`src/oppx_pkg.sv`:
```
//==============================================================
// Function
// RL1: Register OR writes first source OR second source to destination, no exception.
// RL2: Constant OR zero-extends 16-bit constant, ORs with source, writes target.
// RL3: Lock-wait with flag set deschedules, resumes at address plus 4 when clear.
// RL4: Single-threaded core may also end the wait on an external event.
// RL5: Store by another thread clears the linked-load flag, releasing the wait.
// RL6: Without lock-wait support the encoding executes as a no-operation.
// RL7: Software keeps the lock-wait hint out of branch delay slots.
// RL8: Lower-lower merge: upper half first source 31..0, lower half second 31..0.
// RL9: Lower-upper merge: upper half first source 31..0, lower half second 63..32.
// RL10: Merges are pure bit moves raising no arithmetic floating-point exceptions.
// RL11: Merge result defined only on 64-bit unit in 64-bit register model.
// RL12: Merges raise only coprocessor-unusable or reserved-instruction exceptions.
// RL13: Prefetch address is base plus sign-extended 16-bit offset; hint passed on.
// RL14: Prefetch changes no visible state except the line-zero-allocate hint.
// RL15: Prefetch never raises address faults; faulting address moves no data.
// RL16: Faulted prefetch may still do invisible actions such as dirty writeback.
// RL17: Bus or cache error reporting from prefetch is an implementation choice.
// RL18: Prefetch to uncached location issues nothing and leaves lines unchanged.
// RL19: Prefetch memory operation uses the address's access type and attribute.
// RL20: Cached prefetch fetches a block holding the address; size is our choice.
// RL21: Coherent attribute makes the prefetch a coherent memory transaction.
// RL22: Prefetch and its transactions obey memory barrier ordering rules.
// RL23: Hint 0 load, 1 store, 25 writeback-invalidate, 30 zero-allocate line.
// RL24: Prefetch leaves previously locked cache lines unaffected.
//==============================================================
package oppx_pkg;
	localparam int          XLEN        = 32;
	localparam int          IMM_W       = 16;
	localparam int          HINT_W      = 5;
	localparam logic [31:0] PC_STEP     = 32'h0000_0004;
	localparam logic [4:0]  HINT_LOAD   = 5'h00;
	localparam logic [4:0]  HINT_STORE  = 5'h01;
	localparam logic [4:0]  HINT_WBINV  = 5'h19;
	localparam logic [4:0]  HINT_ZALLOC = 5'h1e;

	typedef enum logic [2:0] {
		OPPX_NONE, OPPX_OR, OPPX_ORC, OPPX_PAUSE, OPPX_PLL, OPPX_PLU, OPPX_PREFETCH_OP
	} oppx_op_t;

	typedef enum logic [1:0] {
		OPPX_PF_LOAD, OPPX_PF_STORE, OPPX_PF_WBINV, OPPX_PF_ZALLOC
	} oppx_pf_kind_t;

	typedef enum {OPPX_RUN, OPPX_WAIT} oppx_st_t;

	// One issued operation with its operands
	typedef struct packed {
		logic              valid;
		oppx_op_t          op;
		logic [31:0]       pc;
		logic [XLEN-1:0]   src_a;
		logic [XLEN-1:0]   src_b;
		logic [IMM_W-1:0]  imm;
		logic [HINT_W-1:0] hint;
		logic [63:0]       fsrc_a;
		logic [63:0]       fsrc_b;
	} oppx_req_t;

	// Translation result for a prefetch address
	typedef struct packed {
		logic fault;
		logic uncached;
		logic coherent;
		logic locked;
	} oppx_attr_t;

	// Prefetch request to the cache
	typedef struct packed {
		logic              valid;
		logic [XLEN-1:0]   addr;
		logic [HINT_W-1:0] hint;
		oppx_pf_kind_t     kind;
		logic              coherent;
		logic              barrier;
	} oppx_pf_t;
endpackage : oppx_pkg

```
`src/oppx_core.sv`:
```
`timescale 1ns/1ns
module oppx_core #(
	parameter bit PAUSE_IMPL    = 1'b1,
	parameter bit SINGLE_THREAD = 1'b1
) (
	input  wire logic               core_clk_i,
	input  wire logic               rstn_i,
	input  wire oppx_pkg::oppx_req_t req_i,
	input  wire logic               ll_flag_i,
	input  wire logic               ext_event_i,
	input  wire logic               remote_store_i,
	input  wire logic               fp_model64_i,
	input  wire logic               fpu_off_i,
	input  wire logic               fpu_absent_i,
	input  wire oppx_pkg::oppx_attr_t attr_i,
	input  wire logic               pf_ready_i,
	output logic                    gpr_we_o,
	output logic [oppx_pkg::XLEN-1:0] gpr_wdata_o,
	output logic                    fpr_we_o,
	output logic [63:0]             fpr_wdata_o,
	output logic                    cop_unusable_o,
	output logic                    reserved_instr_o,
	output logic                    stall_o,
	output logic                    resume_o,
	output logic [31:0]             resume_pc_o,
	output oppx_pkg::oppx_pf_t      pf_o
);

	//==========================================================
	// State
	//==========================================================
	typedef struct packed {
		oppx_pkg::oppx_st_t st;
		logic               gpr_we;
		logic [oppx_pkg::XLEN-1:0] gpr_wdata;
		logic               fpr_we;
		logic [63:0]        fpr_wdata;
		logic               cpu_exc;
		logic               ri_exc;
		logic               stall;
		logic               resume;
		logic [31:0]        resume_pc;
		oppx_pkg::oppx_pf_t pf;
		logic               ext_s1;
		logic               ext_s2;
		logic               ll_s1;
		logic               ll_s2;
	} oppx_state_t;

	oppx_state_t s_q;
	oppx_state_t s_d;
	logic        flag_set;
	logic        take;
	logic [oppx_pkg::XLEN-1:0] ea;

	//==========================================================
	// Elaboration checks
	//==========================================================
	// Result and address paths assume a 32-bit register and a narrower
	// constant field; other widths would truncate without a warning
	if (oppx_pkg::XLEN != 32 || oppx_pkg::IMM_W >= oppx_pkg::XLEN
		|| oppx_pkg::HINT_W != 5)
	begin : g_width_check
		$error("Unsupported operand widths");
	end

	// A request is taken only in RUN with no blocked prefetch ahead
	assign take = req_i.valid && s_q.st == oppx_pkg::OPPX_RUN
		&& !(s_q.pf.valid && !pf_ready_i);

	// Flag seen by this thread; a remote store clears it at once
	assign flag_set = s_q.ll_s2 && !remote_store_i; // [RL5]
	// Sign-extended offset plus base
	assign ea = req_i.src_a
		+ {{(oppx_pkg::XLEN-oppx_pkg::IMM_W){req_i.imm[oppx_pkg::IMM_W-1]}},
		req_i.imm}; // [RL13]

	//==========================================================
	// Next state
	//==========================================================
	// Only the prefetch waits for the cache and a pause with the flag set waits for release; everything else is one cycle
	always_comb
	begin
		s_d           = s_q;
		s_d.ext_s1    = ext_event_i;
		s_d.ext_s2    = s_q.ext_s1;
		s_d.ll_s1     = ll_flag_i;
		s_d.ll_s2     = s_q.ll_s1;
		s_d.gpr_we    = 1'b0;
		s_d.fpr_we    = 1'b0;
		s_d.cpu_exc   = 1'b0;
		s_d.ri_exc    = 1'b0;
		s_d.resume    = 1'b0;
		if (s_q.pf.valid && pf_ready_i)
			s_d.pf.valid = 1'b0;
		unique case (s_q.st)
			oppx_pkg::OPPX_WAIT:
			begin
				// Release on flag clear, or on an event if single-threaded
				if (!flag_set || (SINGLE_THREAD && s_q.ext_s2)) // [RL3] [RL4]
				begin
					s_d.st     = oppx_pkg::OPPX_RUN;
					s_d.stall  = 1'b0;
					s_d.resume = 1'b1;
				end
			end
			oppx_pkg::OPPX_RUN:
			begin
				if (req_i.valid && !(s_q.pf.valid && !pf_ready_i))
				begin
					unique case (req_i.op)
						oppx_pkg::OPPX_OR:
						begin
							s_d.gpr_we    = 1'b1;
							s_d.gpr_wdata = req_i.src_a | req_i.src_b; // [RL1]
						end
						oppx_pkg::OPPX_ORC:
						begin
							s_d.gpr_we    = 1'b1;
							s_d.gpr_wdata = req_i.src_a
								| {{(oppx_pkg::XLEN-oppx_pkg::IMM_W){1'b0}},
								req_i.imm}; // [RL2]
						end
						oppx_pkg::OPPX_PAUSE:
						begin
							// Unimplemented: plain no-operation
							if (PAUSE_IMPL && flag_set) // [RL6]
							begin
								s_d.st        = oppx_pkg::OPPX_WAIT;
								s_d.stall     = 1'b1;
								s_d.resume_pc = req_i.pc + oppx_pkg::PC_STEP; // [RL3]
							end
						end
						oppx_pkg::OPPX_PLL,
						oppx_pkg::OPPX_PLU:
						begin
							// Only these two faults; no arithmetic flags exist
							if (fpu_absent_i)
								s_d.ri_exc = 1'b1; // [RL12]
							else if (fpu_off_i)
								s_d.cpu_exc = 1'b1; // [RL12]
							else
							begin
								// Written regardless of model; defined in 64-bit
								s_d.fpr_we = 1'b1; // [RL11]
								s_d.fpr_wdata = (req_i.op == oppx_pkg::OPPX_PLL)
									? {req_i.fsrc_a[31:0], req_i.fsrc_b[31:0]} // [RL8] [RL10]
									: {req_i.fsrc_a[31:0], req_i.fsrc_b[63:32]}; // [RL9]
							end
						end
						oppx_pkg::OPPX_PREFETCH_OP:
						begin
							// Faults, uncached and locked lines: silently dropped
							// No hidden writeback is started for them [RL16]
							if (!attr_i.fault && !attr_i.uncached // [RL15] [RL18]
								&& !attr_i.locked) // [RL24]
							begin
								s_d.pf.addr     = ea; // [RL20]
								s_d.pf.hint     = req_i.hint;
								s_d.pf.coherent = attr_i.coherent; // [RL19] [RL21]
								s_d.pf.barrier  = 1'b1; // [RL22]
								s_d.pf.valid    = 1'b1;
								unique case (req_i.hint)
									oppx_pkg::HINT_STORE:  s_d.pf.kind = oppx_pkg::OPPX_PF_STORE;
									oppx_pkg::HINT_WBINV:  s_d.pf.kind = oppx_pkg::OPPX_PF_WBINV;
									oppx_pkg::HINT_ZALLOC: s_d.pf.kind = oppx_pkg::OPPX_PF_ZALLOC; // [RL14]
									default:               s_d.pf.kind = oppx_pkg::OPPX_PF_LOAD; // [RL23]
								endcase
							end
						end
						default:
						begin
						end
					endcase
				end
			end
		endcase
		// Bus and cache errors from prefetch are never reported here [RL17]
	end

	//==========================================================
	// Registers
	//==========================================================
	always_ff @(posedge core_clk_i)
	begin
		if (!rstn_i)
			s_q <= '0;
		else
			s_q <= s_d;
	end

	assign gpr_we_o         = s_q.gpr_we;
	assign gpr_wdata_o      = s_q.gpr_wdata;
	assign fpr_we_o         = s_q.fpr_we;
	assign fpr_wdata_o      = s_q.fpr_wdata;
	assign cop_unusable_o   = s_q.cpu_exc;
	assign reserved_instr_o = s_q.ri_exc;
	assign stall_o          = s_q.stall;
	assign resume_o         = s_q.resume;
	assign resume_pc_o      = s_q.resume_pc;
	assign pf_o             = s_q.pf;
endmodule : oppx_core

```
`config.mk`:
```
export PLATFORM = sky130hd
export DESIGN_NAME = oppx_core
export DESIGN_NICKNAME = d
export VERILOG_FILES = /design/src/oppx_pkg.sv /design/src/oppx_core.sv
export SDC_FILE = /design/constraint.sdc
export NUM_CORES = 1
export LEC_CHECK = 0
export BUFFER_PORTS_ARGS = -buffer_cell sky130_fd_sc_hd__buf_4
export CAP_MARGIN = 10
export CORE_MARGIN = 2
export CORE_UTILIZATION = 29
export DETAILED_ROUTE_END_ITERATION = 7
export PLACE_DENSITY = 0.51
export RECOVER_POWER = 100
export SLEW_MARGIN = 0
export SYNTH_ARGS = -nofsm -noshare
export SYNTH_HDL_FRONTEND = slang
export SYNTH_SLANG_ARGS = --single-unit
```
`constraint.sdc`:
```
create_clock -name core_clk_i -period 2.5 [get_ports core_clk_i]
set_input_delay 0.5 -clock core_clk_i [delete_from_list [all_inputs] [get_ports core_clk_i]]
set_output_delay 0.5 -clock core_clk_i [all_outputs]
set_load 0.005 [all_outputs]
```
==> results of run 1 <==
==> state kept, by name, indices dropped and copies added, names as in the netlist <==
signal	flops
cop_unusable_o	1
resume_o	1
s_d	2
fpr_we_o	1
pf_o	42
reserved_instr_o	1
resume_pc_o	32
gpr_wdata_o	32
fpr_wdata_o	64
gpr_we_o	1
s_q	3
==> worst max-delay path by stage <==
stage,start,to,depth (start not counted)
3_5_place_dp,req_i[133],pf_o[39],10
2_1_floorplan,req_i[133],pf_o[27],9
3_3_place_gp,req_i[133],pf_o[39],10
6_report,req_i[133],pf_o[35],10
5_1_grt,req_i[133],pf_o[35],10
4_1_cts,req_i[133],pf_o[39],10
==> repair_timing <==
action,in CTS,in global routing
resized for setup,0,1
setup buffers,0,0
setup endpoints to repair,0,1
==> cell usage after synthesis, types with 18 or more instances <==
master	instances	area [µm²]
a211oi_1	72	541
inv_1	43	161
ha_1	48	601
xor2_1	28	245
buf_4	170	1280
and3_1	18	113
o21ai_0	69	345
a21oi_1	127	636
nand3_1	40	200
nor2_1	120	450
o211ai_1	21	158
nand2_1	143	537
dfxtp_1	180	3600
mux2i_1	36	360
clkbuf_1	53	199
==> stage by stage <==
step / cells / instance area (µm²) / utilization / setup TNS, ns
after CTS: 2061 / 14000 / 0.393 / 0
final: 2062 / 13600 / 0.382 / 0
after floorplan: 1310 / 10500 / - / 0
after global placement: 2029 / 13400 / 0.376 / -3.37
after global routing: 2062 / 13600 / 0.382 / 0
after detailed placement: 2029 / 13400 / 0.376 / -4.01
==> cell families (layout without fill, tap and decap cells) <==
logic type / after synthesis / in the layout
xor gates and xnor gates: 40 / 40
AOI/OAI and AO/OA: 339 / 339
DFF: 180 / 180
muxes: 36 / 36
adders and majority gates: 49 / 49
buffers and inverters: 283 / 573
and+or+nand+nor: 383 / 383
other: 0 / 1
==> cell type report <==
cell class / instances / area (µm²) / area share
tap: 461 / 577 / 0.0424
inverter: 44 / 170 / 0.0125
antenna: 1 / 2.50 / 0.000184
multi-input combinational: 847 / 5180 / 0.381
clock buffer: 17 / 425 / 0.0313
sequential: 180 / 3600 / 0.265
clock inverter: 15 / 185 / 0.0136
timing repair buffer: 497 / 3450 / 0.254
==> per-layer routing <==
layer | GRT usage | up-vias | wire (µm)
met4 | 0.0558 | 0 | 721
met2 | 0.311 | 244 | 17300
met3 | 0.0398 | 33 | 1420
met5 | 0 | - | 0
met1 | 0.222 | 4490 | 15400
li1 | - | 4934 | -
==> power by group <==
part | internal [mW] | switching [mW]
Sequential | 2.92 | 0.0274
Clock | 1.36 | 1.43
Combinational | 0.652 | 0.641
==> flow_summary_export.csv, run 1 <==
group,metric,value,unit
outcome,status,"finished, final reports clean",
setup_path,rr_endpoint,"resume_pc_o[3]",
sta,skew,0.00916,ns
synth,synth_fa_ha_area_frac,0.0593,
synth,synthSimpleGateAreaFrac,0.164,
power,peakVddDrop,0.000476,V
cells_and_area,final_net_count,1898,
sta,setup_viol_count_final,0,
setup_path,r2r_setup_slack,0.28,ns
global_routing,grtUsageTotal,0.180,
synth,synth_top_family_by_area,"compound AO/OA/AOI/OAI gates",
sta,worst_slack,0.0823,ns
synth,synth_ff_type,"dfxtp_1",
hold_path,hold_start,"ext_event_i",
place,dp_hpwl,26900,µm
die,rows,69,
setup_path,end_kind,"register",
sta,hold_slack,0.251,ns
route,ant_nets,0,
synth,postSynthAreaPerCell,7.99,µm²
power,power-per-cell-area,517,mW/mm²
clock_network,tritoncts,"done",
setup_path,crit_buf_inv,1,
setup_path,cpMaxStageDelayCell,"a211o_1",
route,drtIter0Drc,438,
route,vias_per_cell,4.70,
cells_and_area,fillCellCount,3771,
global_routing,antenna_found_initial,1,
clock_network,root_buffer,"clkbuf_16",
global_routing,grt_pass1_vias,9204,
place,preCtsSetupSlack,-0.393,ns
hold_path,min_path_type,"in2reg",
clock_network,numCtsBuffers,17,
clock_network,cts_sinks,180,
synth,ys_async_sr_fraction,0,
route,wl,34900,µm
clock_network,clkTransAtPathRegs,0.08,ns
cells_and_area,final_common_cell,"buf_4",
synth,ys_warn_count,0,
hold_path,hold-path-endpoint,"s_d[2]",
flow_run,max-cap-violations,0,
setup_path,arrival,2.77,ns
global_routing,grt_max_degree,97,
global_routing,grt_first_pass_wirelength,53000,µm
synth,synth.yosys.seq_area_share,0.344,
synth,synth_compound_area_frac,0.201,
sta,drv_slew,0,
cells_and_area,layout-drive-gt1-share,0.287,
clock_network,htree_levels,4,
synth,syn_inst,1310,
route,vias,9701,
sta,max_freq,414,MHz
sta,relSlewSlack,0.268,
cells_and_area,area_growth_syn_to_layout,30.0,%
global_routing,grt_overflow_total,0,
die,die_x,194,µm
sta,rsz0062_at_grt,"false",
setup_path,path_cells,"clkbuf_4 -> ha_1 -> fa_2 -> a211oi_2 -> o21bai_2 -> a211o_1 -> a41oi_2 -> o41ai_1 -> nor4_1 -> nor3_1",
sta,min_period,2.42,ns
setup_path,ff2ff_path_depth,6,
hold_path,holdPathStages,2,
route,dr.pass1.iters,4,
setup_path,critical_path_class,"in2reg",
setup_path,required,2.85,ns
sta,fin_crit_sh,0.967,
setup_path,crit_fanout,3,
die,die_h,194,µm
setup_path,critPathMaxStageDelay,0.38,ns
power,p_leak,5.58,nW
sta,hold_viol,0,
synth,synth_edf_count,0,
setup_path,crit_family,"compound AO/OA/AOI/OAI gates",
die,io-pin-count,438,
synth,syn_area,0.0105,mm²
synth,synthesis.nets,1621,
synth,synth.distinct_cells,61,
route,drc,0,
synth,synth_xor_area_frac,0.0335,
die,dieArea,0.0376,mm²
cells_and_area,final_cell_mix,"304 x buf_4, 180 x dfxtp_1, 143 x nand2_1, 125 x a21oi_1, 118 x nor2_1",
synth,synth-seq-cells,180,
place,portBuffers,404,
synth,synthMuxAreaShare,0.0344,
clock_network,clockBufferDepth,2,
clock_network,worstSkewPairLatency,0.46,ns
clock_network,cts_hold_buf,0,
setup_path,reg2reg_from,"s_q[180]",
power,p_total,7.03,mW
sta,tightest_slew,1.10,ns
die,initial_utilization,0.294,
setup_path,crit_path_start_kind,"input port",
route,wl_per_cell,16.9,µm
place,gp_congestion,0.870,
die,fp.coreArea,0.0356,mm²
Note: power is estimated with default switching activity, not from simulation.
==> inputs of run 2 (changes only) <==
--- a/config.mk
+++ b/config.mk
@@ -5,12 +5,13 @@
 export SDC_FILE = /design/constraint.sdc
 export NUM_CORES = 1
 export LEC_CHECK = 0
+export ABC_AREA = 1
 export BUFFER_PORTS_ARGS = -buffer_cell sky130_fd_sc_hd__buf_4
 export CAP_MARGIN = 10
 export CORE_MARGIN = 2
 export CORE_UTILIZATION = 29
 export DETAILED_ROUTE_END_ITERATION = 7
-export PLACE_DENSITY = 0.51
+export PLACE_DENSITY = 0.5
 export RECOVER_POWER = 100
 export SLEW_MARGIN = 0
 export SYNTH_ARGS = -nofsm -noshare
==> run 2 against run 1 <==
  * Total power up 3.0%
  * Largest cell class unchanged
  * Global-route usage up 1.8 points
  * Die area up 12%
  * Combinational power up 4%
  * Sequential share of layout area down 1.4 points
  * Via count up 20%
  * Count of clock-buffer cells in the layout up 1
  * Critical path type is now reg2reg
  * Clock power up 5%
  * Area after synthesis up 12%
  * Synthesized cell count up 37%
  * Final cell count up 23%
==> flow_summary_export.csv, run 2 <==
group,metric,value,unit
route,drtIter0Drc,729,
synth,synthesis.nets,2107,
power,power-per-cell-area,505,mW/mm²
sta,hold_viol,0,
cells_and_area,final_common_cell,"nand2_1",
setup_path,ff2ff_path_depth,11,
setup_path,cpMaxStageDelayCell,"nor4_1",
setup_path,arrival,2.45,ns
die,dieArea,0.0421,mm²
die,die_x,205,µm
die,rows,73,
clock_network,post_cts_resized,0,
sta,drv_slew,0,
cells_and_area,fin_cells,2542,
synth,synth_top_area_frac,0.307,
cells_and_area,final_cell_mix,"346 x nand2_1, 267 x nor2_1, 237 x inv_1, 235 x buf_4, 180 x dfxtp_1",
sta,tightest_slew,0.851,ns
synth,synth_area_leaders,"dfxtp_1 31%, buf_4 11%, nand2_1 11%",
cells_and_area,largest_register_ffs,64,
clock_network,worstSkewPairLatency,0.47,ns
setup_path,critical_path_class,"reg2reg",
place,dp_cells,2509,
cells_and_area,final_net_count,2314,
power,p_leak,7.27,nW
synth,synth.yosys.seq_area_share,0.307,
outcome,status,"finished, final reports clean",
die,io-pin-count,438,
sta,max_freq,490,MHz
synth,synth_edf_count,0,
setup_path,critPathMaxStageDelay,0.36,ns
die,die_h,205,µm
hold_path,holdPathStages,2,
cells_and_area,area_growth_syn_to_layout,22.3,%
clock_network,clkTransAtPathRegs,0.08,ns
global_routing,grt_max_degree,97,
sta,min_period,2.04,ns
flow_run,max-cap-violations,0,
die,initial_utilization,0.294,
synth,synth-seq-cells,180,
setup_path,path_common_cell,"nand2_1",
global_routing,antenna_found_initial,2,
synth,post-synth-top-count-cell,"nand2_1",
clock_network,numCtsBuffers,17,
sta,setup_viol_count_final,0,
synth,syn_inst,1796,
synth,postSynthAreaPerCell,6.53,µm²
synth,synth_ff_type,"dfxtp_1",
place,gp_congestion,0.915,
route,wl_per_cell,16.7,µm
clock_network,cts_hold_buf,0,
setup_path,r2r_setup_slack,0.46,ns
route,dr.pass1.iters,7,
synth,yosys.area.top_type,"dfxtp_1",
setup_path,crit_family,"simple AND/OR/NAND/NOR gates",
cells_and_area,layout-drive-gt1-share,0.192,
synth,ys_async_sr_fraction,0,
hold_path,hold_start,"fpu_absent_i",
route,drc,0,
clock_network,cts_sinks,180,
synth,yosys-top-cells-count,"346 x nand2_1, 265 x nor2_1, 234 x inv_1, 180 x dfxtp_1, 179 x buf_4",
hold_path,hold-path-endpoint,"cop_unusable_o",
setup_path,crit_fanout,28,
setup_path,rr_endpoint,"pf_o[21]",
global_routing,grt_pass1_vias,11100,
clock_network,clockBufferDepth,2,
place,dp_hpwl,33300,µm
setup_path,crit_path_start_kind,"register",
global_routing,grt_overflow_total,0,
die,fp.coreArea,0.0398,mm²
setup_path,end_kind,"register",
clock_network,tritoncts,"done",
synth,syn_area,0.0117,mm²
global_routing,grt_first_pass_wirelength,63500,µm
place,portBuffers,404,
sta,fin_crit_sh,0.816,
clock_network,root_buffer,"clkbuf_16",
route,vias,11600,
global_routing,grtUsageTotal,0.198,
route,ant_nets,0,
route,wl,42500,µm
sta,rsz0062_at_grt,"false",
sta,skew,0.0124,ns
setup_path,path_cells,"nand2_1 -> nand2_1 -> nor4_1 -> nand2_1 -> inv_1 -> buf_12 -> clkbuf_1 -> nor2_1 -> nor2_1 -> o21ai_0 -> inv_1",
clock_network,htree_levels,4,
sta,setup_tns,0,ns
synth,synth.distinct_cells,42,
sta,relSlewSlack,0.433,
synth,ys_warn_count,0,
setup_path,crit_buf_inv,4,
setup_path,required,2.91,ns
hold_path,min_path_type,"in2reg",
route,vias_per_cell,4.57,
setup_path,reg2reg_from,"pf_o[41]",
power,peakVddDrop,0.000447,V
clock_network,cts_setup_buffers,0,
-- run 2: changes by cell type in the layout (fill, tap and decap cells not counted), moves of 12 or more --
| cell | previous run | this run |
|---|---|---|
| o21ai_0 | 69 | 169 |
| nand4_1 | 8 | 45 |
| mux2i_1 | 36 | 0 |
| o211ai_1 | 21 | 9 |
| and3_1 | 18 | 1 |
| nand2_1 | 143 | 346 |
| buf_4 | 304 | 235 |
| a31oi_1 | 5 | 33 |
| a211oi_1 | 71 | 1 |
| nand3_1 | 40 | 65 |
| nor2_1 | 118 | 267 |
| inv_1 | 43 | 237 |
| a21oi_1 | 125 | 74 |
-- run 2: how the worst max path moves through the flow --
| stage | end | cells past startpoint | from | slack, ns |
|---|---|---|---|---|
| final | pf_o[21] | 11 | pf_o[41] | 0.46 |
| after global routing | pf_o[21] | 11 | pf_o[41] | 0.19 |
| after CTS | pf_o[26] | 10 | pf_o[41] | 0.56 |
| after detailed placement | pf_o[29] | 13 | req_i[133] | 0.11 |
| after global placement | pf_o[29] | 13 | req_i[133] | 0.10 |
| after floorplan | pf_o[29] | 12 | req_i[133] | 0.52 |
-- run 2: power by group --
part           leakage (nW)  total, mW  internal (mW)  switching [mW]
sequential             1.46       2.96           2.93          0.0291
combinational          5.51       1.34          0.574           0.764
clock                 0.299       2.94           1.55            1.39
-- run 2: worst reg2reg max path, stage by stage (launching register included) --
cell and delay [ns]:
dfxtp_1 0.31, nand2_1 0.09, nand2_1 0.14, nor4_1 0.36, nand2_1 0.13, inv_1 0.12
buf_12 0.20, clkbuf_1 0.32, nor2_1 0.07, nor2_1 0.09, o21ai_0 0.08, inv_1 0.07
-- run 2: cells by family (layout without fill, tap and decap cells) --
kind of cell               count (synthesis)  after routing  share of synthesized area
other                                      0              1                          0
AOI/OAI and AO/OA                        295            295                      0.134
and+or+nand+nor                          766            766                      0.273
xor gates and xnor gates                  25             25                     0.0187
adders and majority gates                 49             49                     0.0529
DFF                                      180            180                      0.307
buffers and inverters                    481            701                      0.214
-- run 2: cell type report --
class,instances,area [µm²]
fillers,4463,25500
multi-input cells,1135,5600
flip-flops and latches,180,3600
repair buffers,427,2950
inverters,242,908
well taps,525,657
clock buffers,18,439
clock inverters,14,185
diodes,1,2.50
-- run 2: metal layers --
metal | global-route usage | wire, µm | share of wire
met5 | 0 | 0 | 0
met4 | 0.0578 | 750 | 0.018
met3 | 0.0710 | 3590 | 0.085
met2 | 0.340 | 20300 | 0.48
met1 | 0.231 | 17900 | 0.42
-- run 2: stage by stage --
| stage | power, mW | cell area, µm² | hold WS (ns) | util | worst slack [ns] |
|---|---|---|---|---|---|
| finish | 7.24 | 14300 | 0.200 | 0.360 | 0.461 |
| detailed placement | 4.40 | 14100 | 0.400 | 0.353 | 0.107 |
| floorplan | 3.79 | 11700 | 0.390 | - | 0.522 |
| global placement | 4.39 | 14100 | 0.393 | 0.353 | 0.103 |
| global route | 7.66 | 14300 | 0.171 | 0.360 | 0.189 |
| CTS | 7.38 | 14700 | 0.168 | 0.369 | 0.557 |
